[src/hw/fbcl_pkg.sv]
`default_nettype none
package fbcl_pkg;

  // ==========================================================
  // Timing
  localparam int CLK_PERIOD_NS = 8;
  localparam int SYS_CLK_MAX_MHZ = 133;
  localparam int FLASH_ACC_NS = 90;
  localparam int FLASH_ACC_CYC =
    (FLASH_ACC_NS + CLK_PERIOD_NS - 1) / CLK_PERIOD_NS;
  localparam int PROG_LOW_NS = 300;
  localparam int PROG_LOW_CYC =
    (PROG_LOW_NS + CLK_PERIOD_NS - 1) / CLK_PERIOD_NS;
  localparam int FLASH_WE_NS = 50;
  localparam int FLASH_WE_CYC =
    (FLASH_WE_NS + CLK_PERIOD_NS - 1) / CLK_PERIOD_NS;
  localparam int CFG_RATE_MBPS = 152;
  localparam int DONE_EXTRA_CLKS = 8;

  // ==========================================================
  // Geometry
  localparam int NUM_SETS = 8;
  localparam int SET_SEL_W = 3;
  localparam int NUM_CS = 4;
  localparam int CFG_DW = 8;
  localparam int FLASH_DW = 16;
  localparam int FLASH_AW = 22;
  localparam int SET_AW = FLASH_AW - SET_SEL_W;

  // ==========================================================
  // Target mode pin codes, bit 0 drives M0
  localparam logic [2:0] MODE_SERIAL = 3'h7;
  localparam logic [2:0] MODE_PARALLEL = 3'h6;

  // ==========================================================
  // Reset values
  localparam logic [3:0] CS_N_IDLE = 4'hf;
  localparam logic [7:0] CFG_DATA_IDLE = 8'hff;

  typedef enum logic [2:0] {
    CF_IDLE  = 3'h0,
    CF_PROG  = 3'h1,
    CF_INIT  = 3'h2,
    CF_LOAD  = 3'h3,
    CF_FLUSH = 3'h4
  } fbcl_cfg_state_e;

  typedef enum logic [1:0] {
    FL_IDLE  = 2'h0,
    FL_READ  = 2'h1,
    FL_WRITE = 2'h2
  } fbcl_flash_state_e;

  typedef struct packed {
    logic error;
    logic done;
    logic busy;
    logic flash_off;
  } fbcl_status_s;

  typedef struct packed {
    logic [FLASH_AW-1:0] addr;
    logic                ce_n;
    logic                oe_n;
    logic                we_n;
  } fbcl_flash_s;

endpackage : fbcl_pkg
`default_nettype wire

[src/hw/fbcl_loader.sv]
`timescale 1ns/1ps
`default_nettype none

// Overview of operation
// - Enable low releases all flash control outputs
// - Reset pulse: reset targets, sample select, load
// - Eight design sets, reload any at any time
// - Set chosen by select pins or scan port
// - Configuration clock at most half system clock
// - After power-up read flash and configure targets
// - Aggregate data rate reaches 111 Mb per second: one 16-bit word per 18 clocks of 8 ns
// - Parallel mode: output bit n is bus Dn
// - Serial mode: output n feeds chain n
// - Read/write output drives parallel bus direction
// - Chip select for parallel target zero
// - Chip selects for parallel targets one to three
// - Three mode outputs set target M0 to M2
// - Program output resets target configuration
// - Init input monitored during configuration
// - Parallel mode holds data while busy high
// - Done input marks configuration complete
// - Four status outputs show configuration progress
// - Read flash and allow in-system flash writes
module fbcl_loader
  import fbcl_pkg::*;
#(
  parameter int CFG_CLK_HALF = 1,
  parameter int SET_WORDS = 65536
)(
  input  wire logic                clk,
  input  wire logic                resetn,
  input  wire logic                clk_en,
  input  wire logic                flash_ctrl_enable,
  input  wire logic                sys_reset_pulse,
  input  wire logic [2:0]          design_set_select,
  input  wire logic                jtag_set_override,
  input  wire logic [2:0]          jtag_set_value,
  input  wire logic                parallel_mode,
  input  wire logic [3:0]          target_cs_enable,
  output var  fbcl_status_s        status,
  output var  logic [2:0]          cfg_mode,
  output var  logic                target_program_out_n,
  output var  logic                cfg_clock_pin,
  output var  logic [7:0]          cfg_data,
  output var  logic                read_write_n,
  output var  logic [3:0]          cfg_cs_n,
  input  wire logic                cfg_init_in,
  input  wire logic                cfg_busy_in,
  input  wire logic                cfg_done_in,
  output var  fbcl_flash_s         flash,
  output logic                     flash_ctl_oe_n,
  input  wire logic [FLASH_DW-1:0] flash_dq_in,
  output var  logic [FLASH_DW-1:0] flash_dq_out,
  output logic                     flash_dq_oe_n,
  input  wire logic                prog_wr_req,
  input  wire logic [FLASH_AW-1:0] prog_wr_addr,
  input  wire logic [FLASH_DW-1:0] prog_wr_data,
  output logic                     prog_wr_ready,
  output var  logic                prog_wr_ack
);

  // Elaboration guards: the counters cannot serve other values
  if (CFG_CLK_HALF < 1 || CFG_CLK_HALF > 255)
  begin : g_bad_half
    $error("CFG_CLK_HALF out of range");
  end
  if (SET_WORDS < 1 || SET_WORDS > (1 << SET_AW))
  begin : g_bad_words
    $error("SET_WORDS does not fit a set region");
  end

  // ==========================================================
  // Pin synchronisers
  localparam int PIN_W = 17;
  logic [PIN_W-1:0]    pin_meta;
  logic [PIN_W-1:0]    pin_sync;
  logic [FLASH_DW-1:0] dq_meta;
  logic [FLASH_DW-1:0] dq_sync;
  logic                flash_en_s;
  logic                reset_s;
  logic [2:0]          pin_set_s;
  logic                jtag_ovr_s;
  logic [2:0]          jtag_set_s;
  logic                par_s;
  logic [3:0]          cs_en_s;
  logic                init_s;
  logic                busy_s;
  logic                done_s;

  always_ff @(posedge clk or negedge resetn)
  begin
    if (!resetn)
    begin
      pin_meta <= '0;
      pin_sync <= '0;
      dq_meta  <= '0;
      dq_sync  <= '0;
    end
    else if (clk_en)
    begin
      pin_meta <= {flash_ctrl_enable, sys_reset_pulse, design_set_select,
                   jtag_set_override, jtag_set_value, parallel_mode,
                   target_cs_enable, cfg_init_in, cfg_busy_in,
                   cfg_done_in};
      pin_sync <= pin_meta;
      dq_meta  <= flash_dq_in;
      dq_sync  <= dq_meta;
    end
  end

  assign {flash_en_s, reset_s, pin_set_s, jtag_ovr_s, jtag_set_s, par_s,
          cs_en_s, init_s, busy_s, done_s} = pin_sync;

  // ==========================================================
  // Start requests: power-up and reset pulse rising edge
  logic reset_d;
  logic start_pend;
  logic start;
  fbcl_cfg_state_e cfg_st;

  logic [1:0] sync_warm;

  // Power-up start waits until the pin synchronisers hold real values
  assign start = start_pend && cfg_st == CF_IDLE && sync_warm[1];

  always_ff @(posedge clk or negedge resetn)
  begin
    if (!resetn)
      sync_warm <= 2'h0;
    else if (clk_en && !sync_warm[1])
      sync_warm <= sync_warm + 2'h1;
  end

  always_ff @(posedge clk or negedge resetn)
  begin
    if (!resetn)
    begin
      reset_d    <= 1'b0;
      start_pend <= 1'b1;
    end
    else if (clk_en)
    begin
      reset_d <= reset_s;
      // A pulse during a load is held until the sequencer is idle, and set wins over the clear
      if (reset_s && !reset_d)
        start_pend <= 1'b1;
      else if (start)
        start_pend <= 1'b0;
    end
  end

  // ==========================================================
  // Configuration clock divider
  logic [7:0] div_cnt;
  logic       cfg_clk_run;
  logic       tick;
  logic       cfg_clk_rise;
  logic       cfg_clk_fall;
  logic       data_valid;
  logic       par_mode;

  assign cfg_clk_run  = cfg_st == CF_LOAD || cfg_st == CF_FLUSH;
  // Clock parks low with no byte ready, except in flush: targets take a bit at every rise
  assign tick         = cfg_clk_run && div_cnt == 8'(CFG_CLK_HALF - 1) &&
                        (cfg_clock_pin || data_valid || cfg_st == CF_FLUSH);
  assign cfg_clk_rise = tick && !cfg_clock_pin;
  assign cfg_clk_fall = tick && cfg_clock_pin;

  always_ff @(posedge clk or negedge resetn)
  begin
    if (!resetn)
    begin
      div_cnt       <= 8'h00;
      cfg_clock_pin <= 1'b0;
    end
    else if (clk_en)
    begin
      if (!cfg_clk_run)
      begin
        div_cnt       <= 8'h00;
        cfg_clock_pin <= 1'b0;
      end
      else if (tick)
      begin
        // Toggle at most every system clock: half rate or slower
        div_cnt       <= 8'h00;
        cfg_clock_pin <= !cfg_clock_pin;
      end
      else if (div_cnt != 8'(CFG_CLK_HALF - 1))
        div_cnt <= div_cnt + 8'h01;
    end
  end

  // ==========================================================
  // Word buffer between flash reads and the byte shifter
  logic [FLASH_DW-1:0] word_buf;
  logic                buf_valid;
  logic                byte_hi;
  logic                load_byte;
  logic                take_word;
  logic                buf_fill;
  logic [SET_AW:0]     words_left;

  // New byte only while the clock is low or falling and not rising, never when busy in parallel mode
  assign load_byte = cfg_st == CF_LOAD && !data_valid && buf_valid &&
                     !cfg_clk_rise && (cfg_clk_fall || !cfg_clock_pin) &&
                     !(par_mode && busy_s);
  assign take_word = load_byte && byte_hi;

  // ==========================================================
  // Flash engine
  fbcl_flash_state_e   fl_st;
  logic [7:0]          fl_cnt;
  logic [SET_AW-1:0]   rd_ptr;
  logic [2:0]          set_sel;
  logic                rd_want;

  // Next read starts once the last byte of the current word is loaded
  assign rd_want = cfg_st == CF_LOAD && !buf_valid && words_left != '0;
  assign buf_fill = fl_st == FL_READ && flash_en_s &&
                    fl_cnt == 8'(FLASH_ACC_CYC + 1);
  assign prog_wr_ready = fl_st == FL_IDLE && flash_en_s &&
                         !cfg_clk_run && !start_pend;
  assign flash_ctl_oe_n = !flash_en_s;
  assign flash_dq_oe_n  = !(flash_en_s && fl_st == FL_WRITE);

  always_ff @(posedge clk or negedge resetn)
  begin
    if (!resetn)
    begin
      fl_st        <= FL_IDLE;
      fl_cnt       <= 8'h00;
      flash        <= '{addr: '0, ce_n: 1'b1, oe_n: 1'b1, we_n: 1'b1};
      flash_dq_out <= '0;
      prog_wr_ack  <= 1'b0;
    end
    else if (clk_en)
    begin
      prog_wr_ack <= 1'b0;
      unique case (fl_st)
        FL_IDLE:
        begin
          fl_cnt <= 8'h00;
          if (flash_en_s && rd_want)
          begin
            fl_st        <= FL_READ;
            flash.addr   <= {set_sel, rd_ptr};
            flash.ce_n   <= 1'b0;
            flash.oe_n   <= 1'b0;
          end
          else if (prog_wr_req && prog_wr_ready)
          begin
            fl_st        <= FL_WRITE;
            flash.addr   <= prog_wr_addr;
            flash_dq_out <= prog_wr_data;
            flash.ce_n   <= 1'b0;
            flash.we_n   <= 1'b0;
          end
        end
        FL_READ:
        begin
          fl_cnt <= fl_cnt + 8'h01;
          // Two extra cycles cover the data synchroniser
          if (!flash_en_s || buf_fill || cfg_st != CF_LOAD)
          begin
            fl_st      <= FL_IDLE;
            flash.ce_n <= 1'b1;
            flash.oe_n <= 1'b1;
          end
        end
        FL_WRITE:
        begin
          fl_cnt <= fl_cnt + 8'h01;
          if (fl_cnt == 8'(FLASH_WE_CYC - 1))
          begin
            fl_st       <= FL_IDLE;
            flash.ce_n  <= 1'b1;
            flash.we_n  <= 1'b1;
            prog_wr_ack <= 1'b1;
          end
        end
        default:
          fl_st <= FL_IDLE;
      endcase
    end
  end

  always_ff @(posedge clk or negedge resetn)
  begin
    if (!resetn)
    begin
      word_buf   <= '0;
      buf_valid  <= 1'b0;
      byte_hi    <= 1'b0;
      rd_ptr     <= '0;
      words_left <= '0;
    end
    else if (clk_en)
    begin
      if (cfg_st == CF_INIT)
      begin
        buf_valid  <= 1'b0;
        byte_hi    <= 1'b0;
        rd_ptr     <= '0;
        words_left <= (SET_AW + 1)'(SET_WORDS);
      end
      else if (buf_fill)
      begin
        word_buf   <= dq_sync;
        buf_valid  <= 1'b1;
        rd_ptr     <= rd_ptr + SET_AW'(1);
        words_left <= words_left - (SET_AW + 1)'(1);
      end
      else if (load_byte)
      begin
        byte_hi <= !byte_hi;
        if (take_word)
          buf_valid <= 1'b0;
      end
    end
  end

  // ==========================================================
  // Configuration sequencer
  logic [7:0] st_cnt;
  logic       flush_end;

  assign flush_end = cfg_st == CF_FLUSH && cfg_clk_rise &&
                     st_cnt == 8'(DONE_EXTRA_CLKS - 1);

  always_ff @(posedge clk or negedge resetn)
  begin
    if (!resetn)
    begin
      cfg_st               <= CF_IDLE;
      st_cnt               <= 8'h00;
      set_sel              <= 3'h0;
      par_mode             <= 1'b0;
      target_program_out_n <= 1'b1;
      status               <= '0;
    end
    else if (clk_en)
    begin
      status.flash_off <= !flash_en_s;
      status.busy      <= cfg_st != CF_IDLE;
      unique case (cfg_st)
        CF_IDLE:
        begin
          st_cnt <= 8'h00;
          if (start)
          begin
            set_sel  <= jtag_ovr_s ? jtag_set_s : pin_set_s;
            par_mode <= par_s;
            status.done  <= 1'b0;
            status.error <= 1'b0;
            target_program_out_n <= 1'b0;
            cfg_st <= CF_PROG;
          end
        end
        CF_PROG:
        begin
          st_cnt <= st_cnt + 8'h01;
          if (st_cnt == 8'(PROG_LOW_CYC - 1))
          begin
            target_program_out_n <= 1'b1;
            cfg_st <= CF_INIT;
          end
        end
        CF_INIT:
        begin
          st_cnt <= 8'h00;
          if (init_s)
            cfg_st <= CF_LOAD;
        end
        CF_LOAD, CF_FLUSH:
        begin
          if (done_s)
          begin
            status.done <= 1'b1;
            cfg_st      <= CF_IDLE;
          end
          else if (!init_s || flush_end)
          begin
            status.error <= 1'b1;
            cfg_st       <= CF_IDLE;
          end
          else if (cfg_st == CF_LOAD && words_left == '0 &&
                   !buf_valid && !data_valid)
            cfg_st <= CF_FLUSH;
          else if (cfg_st == CF_FLUSH && cfg_clk_rise)
            st_cnt <= st_cnt + 8'h01;
        end
        default:
          cfg_st <= CF_IDLE;
      endcase
    end
  end

  // ==========================================================
  // Target data path
  always_ff @(posedge clk or negedge resetn)
  begin
    if (!resetn)
    begin
      cfg_data   <= CFG_DATA_IDLE;
      data_valid <= 1'b0;
    end
    else if (clk_en)
    begin
      if (!cfg_clk_run)
        data_valid <= 1'b0;
      else if (cfg_clk_rise && data_valid && !(par_mode && busy_s))
        data_valid <= 1'b0;
      else if (load_byte)
      begin
        // Same byte serves D7..D0 or one bit per serial chain
        cfg_data   <= byte_hi ? word_buf[15:8] : word_buf[7:0];
        data_valid <= 1'b1;
      end
    end
  end

  // Selects and direction are asserted only in parallel mode while in load or flush
  always_ff @(posedge clk or negedge resetn)
  begin
    if (!resetn)
    begin
      cfg_mode     <= MODE_SERIAL;
      read_write_n <= 1'b1;
      cfg_cs_n     <= CS_N_IDLE;
    end
    else if (clk_en)
    begin
      cfg_mode <= par_mode ? MODE_PARALLEL : MODE_SERIAL;
      if (par_mode && cfg_clk_run)
      begin
        read_write_n <= 1'b0;
        cfg_cs_n     <= ~cs_en_s;
      end
      else
      begin
        read_write_n <= 1'b1;
        cfg_cs_n     <= CS_N_IDLE;
      end
    end
  end

endmodule : fbcl_loader
`default_nettype wire

[config.mk]
export PLATFORM = sky130hd
export DESIGN_NAME = fbcl_loader
export DESIGN_NICKNAME = d
export VERILOG_FILES = /design/src/hw/fbcl_pkg.sv /design/src/hw/fbcl_loader.sv
export SDC_FILE = /design/constraint.sdc
export NUM_CORES = 1
export LEC_CHECK = 0
export ABC_AREA = 1
export BUFFER_PORTS_ARGS = -buffer_cell sky130_fd_sc_hd__clkbuf_2
export CAP_MARGIN = 5
export CORE_MARGIN = 2
export CORE_UTILIZATION = 50
export CTS_CLUSTER_SIZE = 24
export DETAILED_ROUTE_END_ITERATION = 12
export PLACE_DENSITY = 0.79
export SYNTH_ARGS = -nofsm -noshare
export SYNTH_HDL_FRONTEND = slang
export SYNTH_SLANG_ARGS = --single-unit
[constraint.sdc]
create_clock -name clk -period 2 [get_ports clk]
set_clock_uncertainty 0.15 [all_clocks]
set_input_delay 0.2 -clock clk [delete_from_list [all_inputs] [get_ports clk]]
set_output_delay 0.2 -clock clk [all_outputs]
set_load 0.03 [all_outputs]
# [After elaboration in Yosys (flattened, before gate mapping)]
# Index checks and enable logic that the tools add are counted.
[word_totals] regBits=225 in_bits=75 output_inout_bits=67 wordCells=238
[op_classes] add_sub_neg=6 n_eq_ne=31 n_mux=63 bitwise_logic=4 n_reduce_logical=98
[ops] cell="$mux 8" n=8
[ops] cell="$mux 23" n=2
[ops] cell="$mux 20" n=2
[ops] cell="$mux 19" n=2
[ops] cell="$logic_and 1x1->1" n=33
[ops] cell="$mux 1" n=26
[ops] cell="$add 8x1->8 const B" n=3
[ops] cell="$pmux 8 s3" n=1
[ops] cell="$reduce_and 4->1" n=6
[ops] cell="$mux 3" n=7
[ops] cell="$logic_not 20->1" n=1
[ops] cell="$ne 2x2->1 const B" n=10
[ops] cell="$reduce_and 5->1" n=4
[ops] cell="$reduce_bool 20->1" n=1
[ops] cell="$sub 20x1->20 const B" n=1
[ops] cell="$add 19x1->19 const B" n=1
[ops] cell="$reduce_bool 2->1" n=9
[ops] cell="$eq 8x3->1 const B" n=2
[ops] cell="$pmux 8 s2" n=1
[ops] cell="$reduce_and 3->1" n=5
[ops] cell="$reduce_bool 3->1" n=5
[ops] cell="$logic_not 1->1" n=13
[ops] cell="$mux 2" n=6
[ops] cell="$ne 2x1->1 const B" n=6
[ops] cell="other kinds (27)" n=47

# [Longest topological paths before layout]
# Gate-level depths: netlist (run 1).
[logic_depth] depth_word=14 ltp_mapped=12

# [Worst setup path after synthesis (run 1)]
# OpenSTA, ideal clock, no wires.
[synth_timing] path_kind="reg2reg" start="reg fl_st[0]" end="reg flash[10] in the netlist's numbering" arrival_ns=1.739 required_time_ns=1.724 path_slack_ns=-0.015 path_stages_with_launch=9 path_buffers=1 cell_sequence="dfrtp_1 > inv_1 > ha_1 > nand2_1 > nor4_4 > nand2_2 > o21ai_4 > buf_2 > a21oi_1"
[synth_between] elab_chain_len=7
[synth_lines] element="start, declared" line_no="fbcl_loader.sv:212" text="fbcl_flash_state_e fl_st;"
[synth_lines] element="start signal, assigned" line_no="fbcl_loader.sv:231" text="fl_st <= FL_IDLE;"
[synth_lines] element="start signal, assigned" line_no="fbcl_loader.sv:246" text="fl_st <= FL_READ;"
[synth_lines] element="start signal, assigned" line_no="fbcl_loader.sv:253" text="fl_st <= FL_WRITE;"
[synth_lines] element="$logic_not 2->1 (*)" line_no="fbcl_loader.sv:222, fbcl_loader.sv:240"
[synth_lines] element="$logic_and 1x1->1 (2 in a row)" line_no="fbcl_loader.sv:222" text="assign prog_wr_ready = fl_st == FL_IDLE && flash_en_s &&"
[synth_lines] element="$logic_and 1x1->1" line_no="fbcl_loader.sv:223" text="!cfg_clk_run && !start_pend;"
[synth_lines] element="$logic_and 1x1->1" line_no="fbcl_loader.sv:251" text="else if (prog_wr_req && prog_wr_ready)"
[synth_lines] element="$reduce_bool 2->1 (no line)"
[synth_lines] element="$reduce_and 3->1 (no line) (*)"
[synth_lines] element="end signal, assigned" line_no="fbcl_loader.sv:233" text="flash <= '{addr: '0, ce_n: 1'b1, oe_n: 1'b1, we_n: 1'b1};"
[synth_lines] element="end, declared" line_no="fbcl_loader.sv:50" text="output var fbcl_flash_s flash,"
# Every way passes the cells marked *; elsewhere a longest branch is shown, timed or not.
# A chain may end at the register's enable or synchronous reset.

# [Final worst setup path (run 1)]
[layout_timing] start="reg words_left[7]" end="reg flash[5] in the netlist's numbering"
[layout_between] elab_chain_len=5
[layout_lines] element="start, declared" line_no="fbcl_loader.sv:202" text="logic [SET_AW:0] words_left;"
[layout_lines] element="start signal, assigned" line_no="fbcl_loader.sv:305" text="words_left <= (SET_AW + 1)'(SET_WORDS);"
[layout_lines] element="start signal, assigned" line_no="fbcl_loader.sv:312" text="words_left <= words_left - (SET_AW + 1)'(1);"
[layout_lines] element="$reduce_bool 20->1 (*)" line_no="fbcl_loader.sv:219" text="assign rd_want = cfg_st == CF_LOAD && !buf_valid && words_left != '0;"
[layout_lines] element="$logic_and 1x1->1 (*)" line_no="fbcl_loader.sv:219"
[layout_lines] element="$logic_and 1x1->1 (*)" line_no="fbcl_loader.sv:244" text="if (flash_en_s && rd_want)"
[layout_lines] element="$reduce_bool 2->1 (no line)"
[layout_lines] element="$reduce_and 3->1 (no line)"
# Marked as above.

==> results_dict.tcl, run 1 <==
set metrics [dict create \
    status "finished, violations left" \
    violations "negative setup slack" \
    critPathTopFamily "simple AND/OR/NAND/NOR gates" \
    fin_ws_ps -140 \
    route.met2.wl_um 14600 \
    cts_max_level 1 \
    grtUsageTotal 0.239 \
    synth_area_mm2 0.0103 \
    wl_met1_um 11200 \
    dp_slack_ps -155 \
    fin_crit_ps 2140 \
    diodes 0 \
    die_area_mm2 0.0217 \
    multi_input_area_mm2 0.00436 \
    startpoint_type "flop" \
    syn_to_final_growth_pct 35.6 \
    vias 9420 \
    cts-root-buf "clkbuf_16" \
    avgSynthCellArea_um2 8.41 \
    report.final.hold_viol_count 0 \
    dp.cells 1647 \
    clockBufferDepth 3 \
    grt_pass1_vias 9227 \
    dr.pass1.iters 5 \
    cp-end-kind "flop" \
    routed_via_density 5.24 \
    fillCellCount 1495 \
    antenna_found_initial 0 \
    setup_viol 20 \
    routed.top_layer "met4" \
    drcViolationCount 0 \
    post_dp_cell_area_mm2 0.0116 \
    cp.required_ps 2260 \
    ys_seq_area_frac 0.546 \
    regArea_mm2 0.00560 \
    cp.arrival_ps 2400 \
    final_cells 1796 \
    synth_cell_types 44 \
    slowest_stage "dfrtp_1" \
    fmax_mhz 467 \
    relSlewSlack 0.618 \
    rows 52 \
    power_leakage_nw 6.89 \
    cts_sinks 223 \
    final.period_utilization 1.07 \
    drtAntennaViolNets 0 \
    cp_slowest_stage_delay_ps 400 \
    synthCells 1221 \
    yosysWarnings 0 \
    portBuffers 139 \
    die_x_um 147 \
    irDropWorstVdd_mv 0.620 \
    stdcell_area_mm2 0.0139 \
    synth_edf_count 0 \
    rsz0062_at_grt "yes" \
    drt_iter0_markers 700 \
    place_hpwl_um 16500 \
    start_util 0.509 \
    gp_congestion 0.885 \
    layout_common_cells "nand2_1 (327), dfrtp_1 (204), clkbuf_2 (136), inv_1 (124), o21ai_0 (120)" \
    fp.coreArea_mm2 0.0202 \
    grt_remaining_overflow 0 \
    drive_gt1_frac 0.258 \
    p_per_area_mw_per_mm2 1110 \
    postSynthRegisterBits 223 \
    worstHoldPathType "input pin to async pin" \
    critical_path_depth 10 \
    grt_pass1_wl_um 43000 \
    dieHeight_um 147 \
    path_cells "inv_1, nand3_2, nor2_4, nand3b_1, nand2_4, buf_12, buf_8, nand2_1, o21a_1, a21oi_1" \
    synthFlopType "dfrtp_1" \
    wl_met3_um 1600 \
    cp_max_fo 6 \
    final_common_cell "nand2_1" \
    critPathKind "flop to flop" \
    maxCapViolations 0 \
    cts_tree "done" \
    grt_max_degree 69 \
    ios 142 \
    clkTransAtPathRegs_ps 60 \
    finish.utilization 0.691 \
    timing.critical_path.buf_inv 3 \
    clk_latency_ps 510 \
    wl_per_cell_um 15.9 \
    tightest_slew_ps 573 \
    synthArstFlopShare 1.00 \
    nets 1597 \
    reg2regPathDepth 10 \
    cts_buffers 24 \
    slew_viol_final 0 \
    drt_wl_total_um 28600 \
]
## path summary, 6_finish.rpt
path / from / end / slack (ps)
min in group clk: prog_wr_req / flash_dq_out[9]$_DFFE_PN0P_ / 230
max in group asynchronous: resetn / cfg_cs_n[0]$_DFFE_PN1P_ / 880
max: words_left[7]$_DFFE_PN0P_ / flash[5]$_DFFE_PN0P_ / -140
max reg2reg: words_left[7]$_DFFE_PN0P_ / flash[5]$_DFFE_PN0P_ / -140
min: resetn / rd_ptr[17]$_DFFE_PN0P_ / 90
min reg2reg: flash_dq_out[0]$_DFFE_PN0P_ / flash_dq_out[0]$_DFFE_PN0P_ / 320
## metrics by stage
step	setup TNS [ps]	power [W]	hold WS (ps)
2_1_floorplan	0	0.00877	-246
3_3_place_gp	-76.5	0.0101	57.4
3_5_place_dp	-1150	0.0103	49.9
4_1_cts	-19.1	0.0148	126
5_1_grt	-2880	0.0163	130
6_report	-742	0.0154	88.6
## layer usage
metal  up-vias  GRT usage
li1       4495          -
met1      4504      0.308
met2       326      0.419
met3        95     0.0366
met4         0     0.0731
met5         -          0
## kinds of logic after synthesis
| logic type | count (synthesis) | share of synthesized area |
|---|---|---|
| AND/OR/NAND/NOR | 558 | 0.224 |
| flip-flops | 223 | 0.546 |
| AO/OA/AOI/OAI | 220 | 0.119 |
| buffers and inverters | 177 | 0.0685 |
| XOR/XNOR | 20 | 0.0171 |
| adder cells (fa/ha/maj) | 13 | 0.0158 |
| multiplexers | 9 | 0.00889 |
| other | 1 | 0.000365 |
## cells in the mapped netlist, drive strengths merged (11+ instances only)
cell type / n / area [µm²]
nand2: 354 / 1330
dfrtp: 204 / 5100
inv: 133 / 499
o21ai: 127 / 651
nor2: 99 / 387
nand3: 67 / 340
a21oi: 38 / 190
o21a: 27 / 203
buf: 23 / 125
o22ai: 22 / 138
clkbuf: 20 / 75.1
dfstp: 19 / 499
xor2: 18 / 158
nor3: 15 / 75.1
ha: 13 / 163
nand4: 11 / 75.1
## timing repair
action,in CTS,in global routing
cloned,0,11
gates resized for setup,12,115
pin swaps,2,31
hold buffers,73,0
setup endpoints to repair,29,110
setup buffers,5,17
endpoints found under the hold margin,276,0
## flip-flops by register name, summed over array words and instances, names as in the netlist, 2 cells and up
name and cells:
div_cnt 8, fl_st 2, word_buf 16, pin_sync 17, words_left 20, dq_meta 16
dq_sync 16, cfg_data 8, rd_ptr 19, flash_dq_out 16, set_sel 3, cfg_cs_n 4
pin_meta 17, sync_warm 2, st_cnt 8, fl_cnt 8, flash 25, status 4
cfg_st 3
## power breakdown
group | leakage, nW | switching, W | internal (W)
combinational | 3.68 | 0.00331 | 0.00192
clock | 0.376 | 0.00174 | 0.00251
sequential | 2.83 | 0.000610 | 0.00535
## layout make-up
type | instances | area share
multi-input combinational | 822 | 0.313
tap | 270 | 0.0243
clock buffer | 39 | 0.0530
timing repair buffer | 304 | 0.170
inverter | 134 | 0.0361
sequential | 223 | 0.402
clock inverter | 4 | 0.00144
Note: power is estimated with default switching activity, not from simulation.
==> run 2, diff against run 1 <==
- CTS_BUF_LIST: not set -> sky130_fd_sc_hd__clkbuf_4
- PLACE_DENSITY: 0.79 -> 0.76
- clock period: 2 -> 2.07 ns (I/O delays scaled with it)
==> run 2 against run 1 <==
The run still ends with negative setup slack left. Total power down 5.7%. Sequential power down 4.2%. Clock power down 9.4%.
==> results_dict.tcl, run 2 (synthesis results as in run 1) <==
set metrics [dict create \
    status "finished, violations left" \
    violations "negative setup slack" \
    drt_wl_total_um 28600 \
    stdcell_area_mm2 0.0139 \
    post_dp_cell_area_mm2 0.0117 \
    die_area_mm2 0.0217 \
    cp_slowest_stage_delay_ps 370 \
    endpoint "prog_wr_ready" \
    gp_congestion 0.876 \
    startpoint_type "flop" \
    slew_viol_final 0 \
    critPathKind "flop to primary output" \
    grt_remaining_overflow 0 \
    power_leakage_nw 6.99 \
    layout_common_cells "nand2_1 (332), dfrtp_1 (204), clkbuf_2 (135), inv_1 (127), o21ai_0 (122)" \
    largest_reg_flops 25 \
    fin_crit_ps 2150 \
    worstHoldPathType "input pin to flop" \
    regMostFlops "flash" \
    grt_pass1_wl_um 43100 \
    slowest_stage "dfrtp_1" \
    design_power_total_w 0.0146 \
    drcViolationCount 0 \
    diodes 0 \
    fp.coreArea_mm2 0.0202 \
    drt_iter0_markers 566 \
    cts_max_level 2 \
    final.period_utilization 1.04 \
    reg2regPathDepth 9 \
    r2r-end "flash[4]$_DFFE_PN0P_" \
    place_hpwl_um 16700 \
    start_util 0.509 \
    nets 1639 \
    clk_latency_ps 680 \
    report.final.hold_viol_count 0 \
    dieHeight_um 147 \
    timing.setup.tns_ps -139 \
    irDropWorstVdd_mv 0.592 \
    cts_sinks 223 \
    p_per_area_mw_per_mm2 1040 \
    drive_gt1_frac 0.259 \
    die_x_um 147 \
    portBuffers 139 \
    cp-end-kind "primary output" \
    path_cells "inv_1, nand3_2, buf_6, nand2_8, nor3_4, buf_8" \
    grt_pass1_vias 9340 \
    cts-root-buf "clkbuf_4" \
    r2r_slack_ps -20 \
    cp.required_ps 1710 \
    fin_ws_ps -75.2 \
    crit_start "cfg_st[2]$_DFFE_PN0P_" \
    final_common_cell "nand2_1" \
    holdPathStages 4 \
    grtUsageTotal 0.243 \
    antenna_found_initial 0 \
    fmax_mhz 466 \
    cts_tree "done" \
    clkTransAtPathRegs_ps 70 \
    cp_max_fo 4 \
    wl_per_cell_um 15.3 \
    cts_buffers 57 \
    vias 9684 \
    dr.pass1.iters 6 \
    rows 52 \
    grt_max_degree 58 \
    clockBufferDepth 3 \
    worstReg2RegStart "fl_st[1]$_DFFE_PN0P_" \
    routed_via_density 5.18 \
    cp.arrival_ps 1790 \
    reg.largest.list "flash: 25 flops, words_left: 20 flops, rd_ptr: 19 flops" \
    relSlewSlack 0.650 \
    drtAntennaViolNets 0 \
    setup_viol 8 \
    tightest_slew_ps 525 \
    ios 142 \
    maxCapViolations 0 \
    rsz0062_at_grt "yes" \
    syn_to_final_growth_pct 35.7 \
]
## run 2: cell types whose count changed in the layout (fill, tap and decap cells not counted), moves of 13 or more
cell	before	now
clkinv_1	0	13
nor2_1	63	79
clkbuf_16	31	3
dlygate4sd3_1	73	87
clkbuf_4	0	93
## run 2: worst min path at each step
stage / start / to / slack, ps
after floorplan: resetn / buf_valid$_DFFE_PN0P_ / -240
after global placement: resetn / flash[9]$_DFFE_PN0P_ / 30
after detailed placement: resetn / flash[8]$_DFFE_PN0P_ / 30
after CTS: flash_dq_in[15] / dq_meta[15]$_DFFE_PN0P_ / 70
after global routing: design_set_select[0] / pin_meta[12]$_DFFE_PN0P_ / 110
final: cfg_busy_in / pin_meta[1]$_DFFE_PN0P_ / 130
## run 2: power breakdown
part / total (W) / switching [W] / internal, W / leakage (nW)
combinational: 0.00501 / 0.00320 / 0.00181 / 3.70
clock: 0.00384 / 0.00181 / 0.00203 / 0.457
sequential: 0.00571 / 0.000544 / 0.00516 / 2.83
total: 0.0146 / 0.00556 / 0.00900 / 6.99
## run 2: layout make-up
cell class	instances	area, µm²
well taps	270	338
clock buffers	93	698
inverters	134	507
repair buffers	310	2430
flip-flops and latches	223	5600
multi-input cells	825	4290
clock inverters	15	61.3
fillers	1562	6240
## run 2: what timing repair did
action,CTS,global route
hold endpoints to repair,337,0
hold buffers,87,0
pin swaps,4,31
setup buffers,1,12
endpoints found under the setup margin,50,114
gates resized for setup,24,76
gates cloned,2,7
## run 2: layer usage
| layer | routed length, µm | up-vias | GRT usage |
|---|---|---|---|
| li1 | - | 4630 | - |
| met4 | 979 | 0 | 0.0832 |
| met2 | 14400 | 350 | 0.423 |
| met1 | 11400 | 4624 | 0.305 |
| met5 | 0 | - | 0 |
| met3 | 1750 | 80 | 0.0475 |
## run 2: worst max-delay path, delay by kind of cell (launching register included)
family	cells	cell delay, ps
buffers and inverters	3	370
DFF	1	370
and+or+nand+nor	3	370
## run 2: per-stage QoR
| step | util | hold WS, ps | instances | worst slack [ps] |
|---|---|---|---|---|
| finish | 0.691 | 135 | 1870 | -75.2 |
| global route | 0.691 | 108 | 1870 | -149 |
| global placement | 0.579 | 29.1 | 1653 | -99.9 |
| detailed placement | 0.579 | 28.4 | 1653 | -199 |
| floorplan | - | -239 | 1222 | 54.8 |
| CTS | 0.665 | 70.0 | 1851 | -119 |
==> run 3, diff against run 2 <==
- clock period: 2.07 -> 2.6 ns (I/O delays scaled with it)
==> run 3 against run 2 <==
The flow now finishes without violations. Via count down 6.4%. Flip-flop and latch count unchanged. Non-clock buffer count down 73. Sequential share of layout area up 3.3 points. Wire length down 11%. Hold slack worse by 85 ps. Register-to-register slack better by 250 ps. Sequential power down 20%. Critical path type unchanged.
==> results_dict.tcl, run 3 (synthesis results as in run 1) <==
set metrics [dict create \
    portBuffers 139 \
    clockBufferDepth 3 \
    fillCellCount 1671 \
    report.final.hold_viol_count 0 \
    timing.critical_path.buf_inv 2 \
    largest_reg_flops 25 \
    gp_congestion 0.874 \
    cp_slowest_stage_delay_ps 410 \
    p_int_w 0.00678 \
    vias 9062 \
    fin_crit_ps 2430 \
    clkTransAtPathRegs_ps 70 \
    fmax_mhz 412 \
    irDropWorstVdd_mv 0.435 \
    place_hpwl_um 16100 \
    start_util 0.509 \
    nets 1563 \
    stdcell_area_mm2 0.0129 \
    timing.hold.ws_ps 49.5 \
    rsz0062_at_grt "yes" \
    rows 52 \
    switching_power_w 0.00409 \
    regMostFlops "flash" \
    drt_wl_total_um 25500 \
    timing.setup.tns_ps 0 \
    grt_remaining_overflow 0 \
    drcViolationCount 0 \
    cts_buffers 56 \
    dieHeight_um 147 \
    grtUsageTotal 0.238 \
    syn_to_final_growth_pct 25.5 \
    ios 142 \
    drt_iter0_markers 614 \
    routed_via_density 5.06 \
    cts_sinks 223 \
    power_leakage_nw 6.51 \
    final_cells 1791 \
    antenna_found_initial 2 \
    dr.pass1.iters 7 \
    cts_tree "done" \
    holdPathStages 6 \
    post_dp_cell_area_mm2 0.0113 \
    maxCapViolations 0 \
    setup_viol 0 \
    reg.largest.list "flash: 25 flops, words_left: 20 flops, rd_ptr: 19 flops" \
    drtAntennaViolNets 0 \
    sequentialPowerShare 0.418 \
    p_per_area_mw_per_mm2 844 \
    pwr-share-comb 0.306 \
    cp_max_fo 4 \
    dp.cells 1611 \
    grt_max_degree 51 \
    swShare 0.376 \
    critical_path_depth 5 \
    final_common_cell "nand2_1" \
    cp.arrival_ps 2020 \
    die_x_um 147 \
    final.period_utilization 0.934 \
    wl_per_cell_um 14.2 \
    critPathKind "flop to primary output" \
    p_clk_frac 0.276 \
    grt_pass1_vias 9051 \
    cts-root-buf "clkbuf_4" \
    cp.required_ps 2190 \
    status "finished clean" \
    reg2regPathDepth 11 \
    drive_gt1_frac 0.192 \
    die_area_mm2 0.0217 \
    slowest_stage "dfrtp_1" \
    worstHoldPathType "input pin to flop" \
    design_power_total_w 0.0109 \
    grt_pass1_wl_um 42500 \
    clk_latency_ps 700 \
    cts_max_level 2 \
    critPathTopFamily "simple AND/OR/NAND/NOR gates" \
    cts_setup_buffers 0 \
    relSlewSlack 0.407 \
    cp-end-kind "primary output" \
    layout_common_cells "nand2_1 (351), dfrtp_1 (204), clkbuf_2 (136), inv_1 (131), o21ai_0 (124)" \
    path_cells "inv_1, ha_1, nand2_1, nor3_4, buf_2" \
    slew_viol_final 0 \
    fp.coreArea_mm2 0.0202 \
    tightest_slew_ps 888 \
    startpoint_type "flop" \
]
run 3: through the flow:
step	util	worst slack (ps)
4_1_cts	0.637	27.7
5_1_grt	0.639	-1.01
3_3_place_gp	0.562	227
3_5_place_dp	0.562	134
6_report	0.639	171
2_1_floorplan	-	585
run 3: worst min-delay path, cell delays in order:
cell and delay [ps]:
clkbuf_2 80, inv_1 80, nor4_4 60, buf_4 200, nand3_1 80, nand2_1 50
run 3: layout make-up:
type                    count  area [µm²]  share of cell area
diodes                      2        5.00            0.000388
well taps                 270         338              0.0262
clock buffers              86         646              0.0501
flip-flops and latches    223        5600               0.435
multi-input cells         823        4010               0.311
clock inverters            16        88.8             0.00689
inverters                 134         503              0.0390
repair buffers            237        1700               0.132
run 3: power groups by stage:
stage          clock network [W]  logic, W  registers (W)
2_1_floorplan                  0   0.00155        0.00520
3_5_place_dp                   0   0.00318        0.00459
3_3_place_gp                   0   0.00311        0.00457
6_report                 0.00300   0.00332        0.00454
5_1_grt                  0.00327   0.00369        0.00462
4_1_cts                  0.00308   0.00329        0.00454
run 3: path summary, 6_finish.rpt:
check,from,to,slack (ps)
hold reg to reg,reset_d$_DFFE_PN0P_,start_pend$_DFFE_PN1P_,300
min in group asynchronous,resetn,st_cnt[2]$_DFFE_PN0P_,430
setup reg to reg,words_left[0]$_DFFE_PN0P_,fl_st[1]$_DFFE_PN0P_,230
setup / recovery,fl_st[0]$_DFFE_PN0P_,prog_wr_ready,170
hold / removal,prog_wr_req,flash_dq_out[12]$_DFFE_PN0P_,50
max in group asynchronous,resetn,cfg_data[2]$_DFFE_PN1P_,1260
run 3: metal layers:
metal / up-vias / GRT usage / wire length (µm)
met3: 43 / 0.0525 / 1290
met1: 4297 / 0.294 / 11000
met5: - / 0 / 0
met4: 0 / 0.0745 / 498
met2: 251 / 0.418 / 12800
li1: 4471 / - / -
run 3: timing repair:
action,CTS,global route
gates cloned,0,1
resized for setup,1,6
endpoints found under the hold margin,294,0
pin swaps,0,1
endpoints found under the setup margin,1,24
hold buffers,75,0
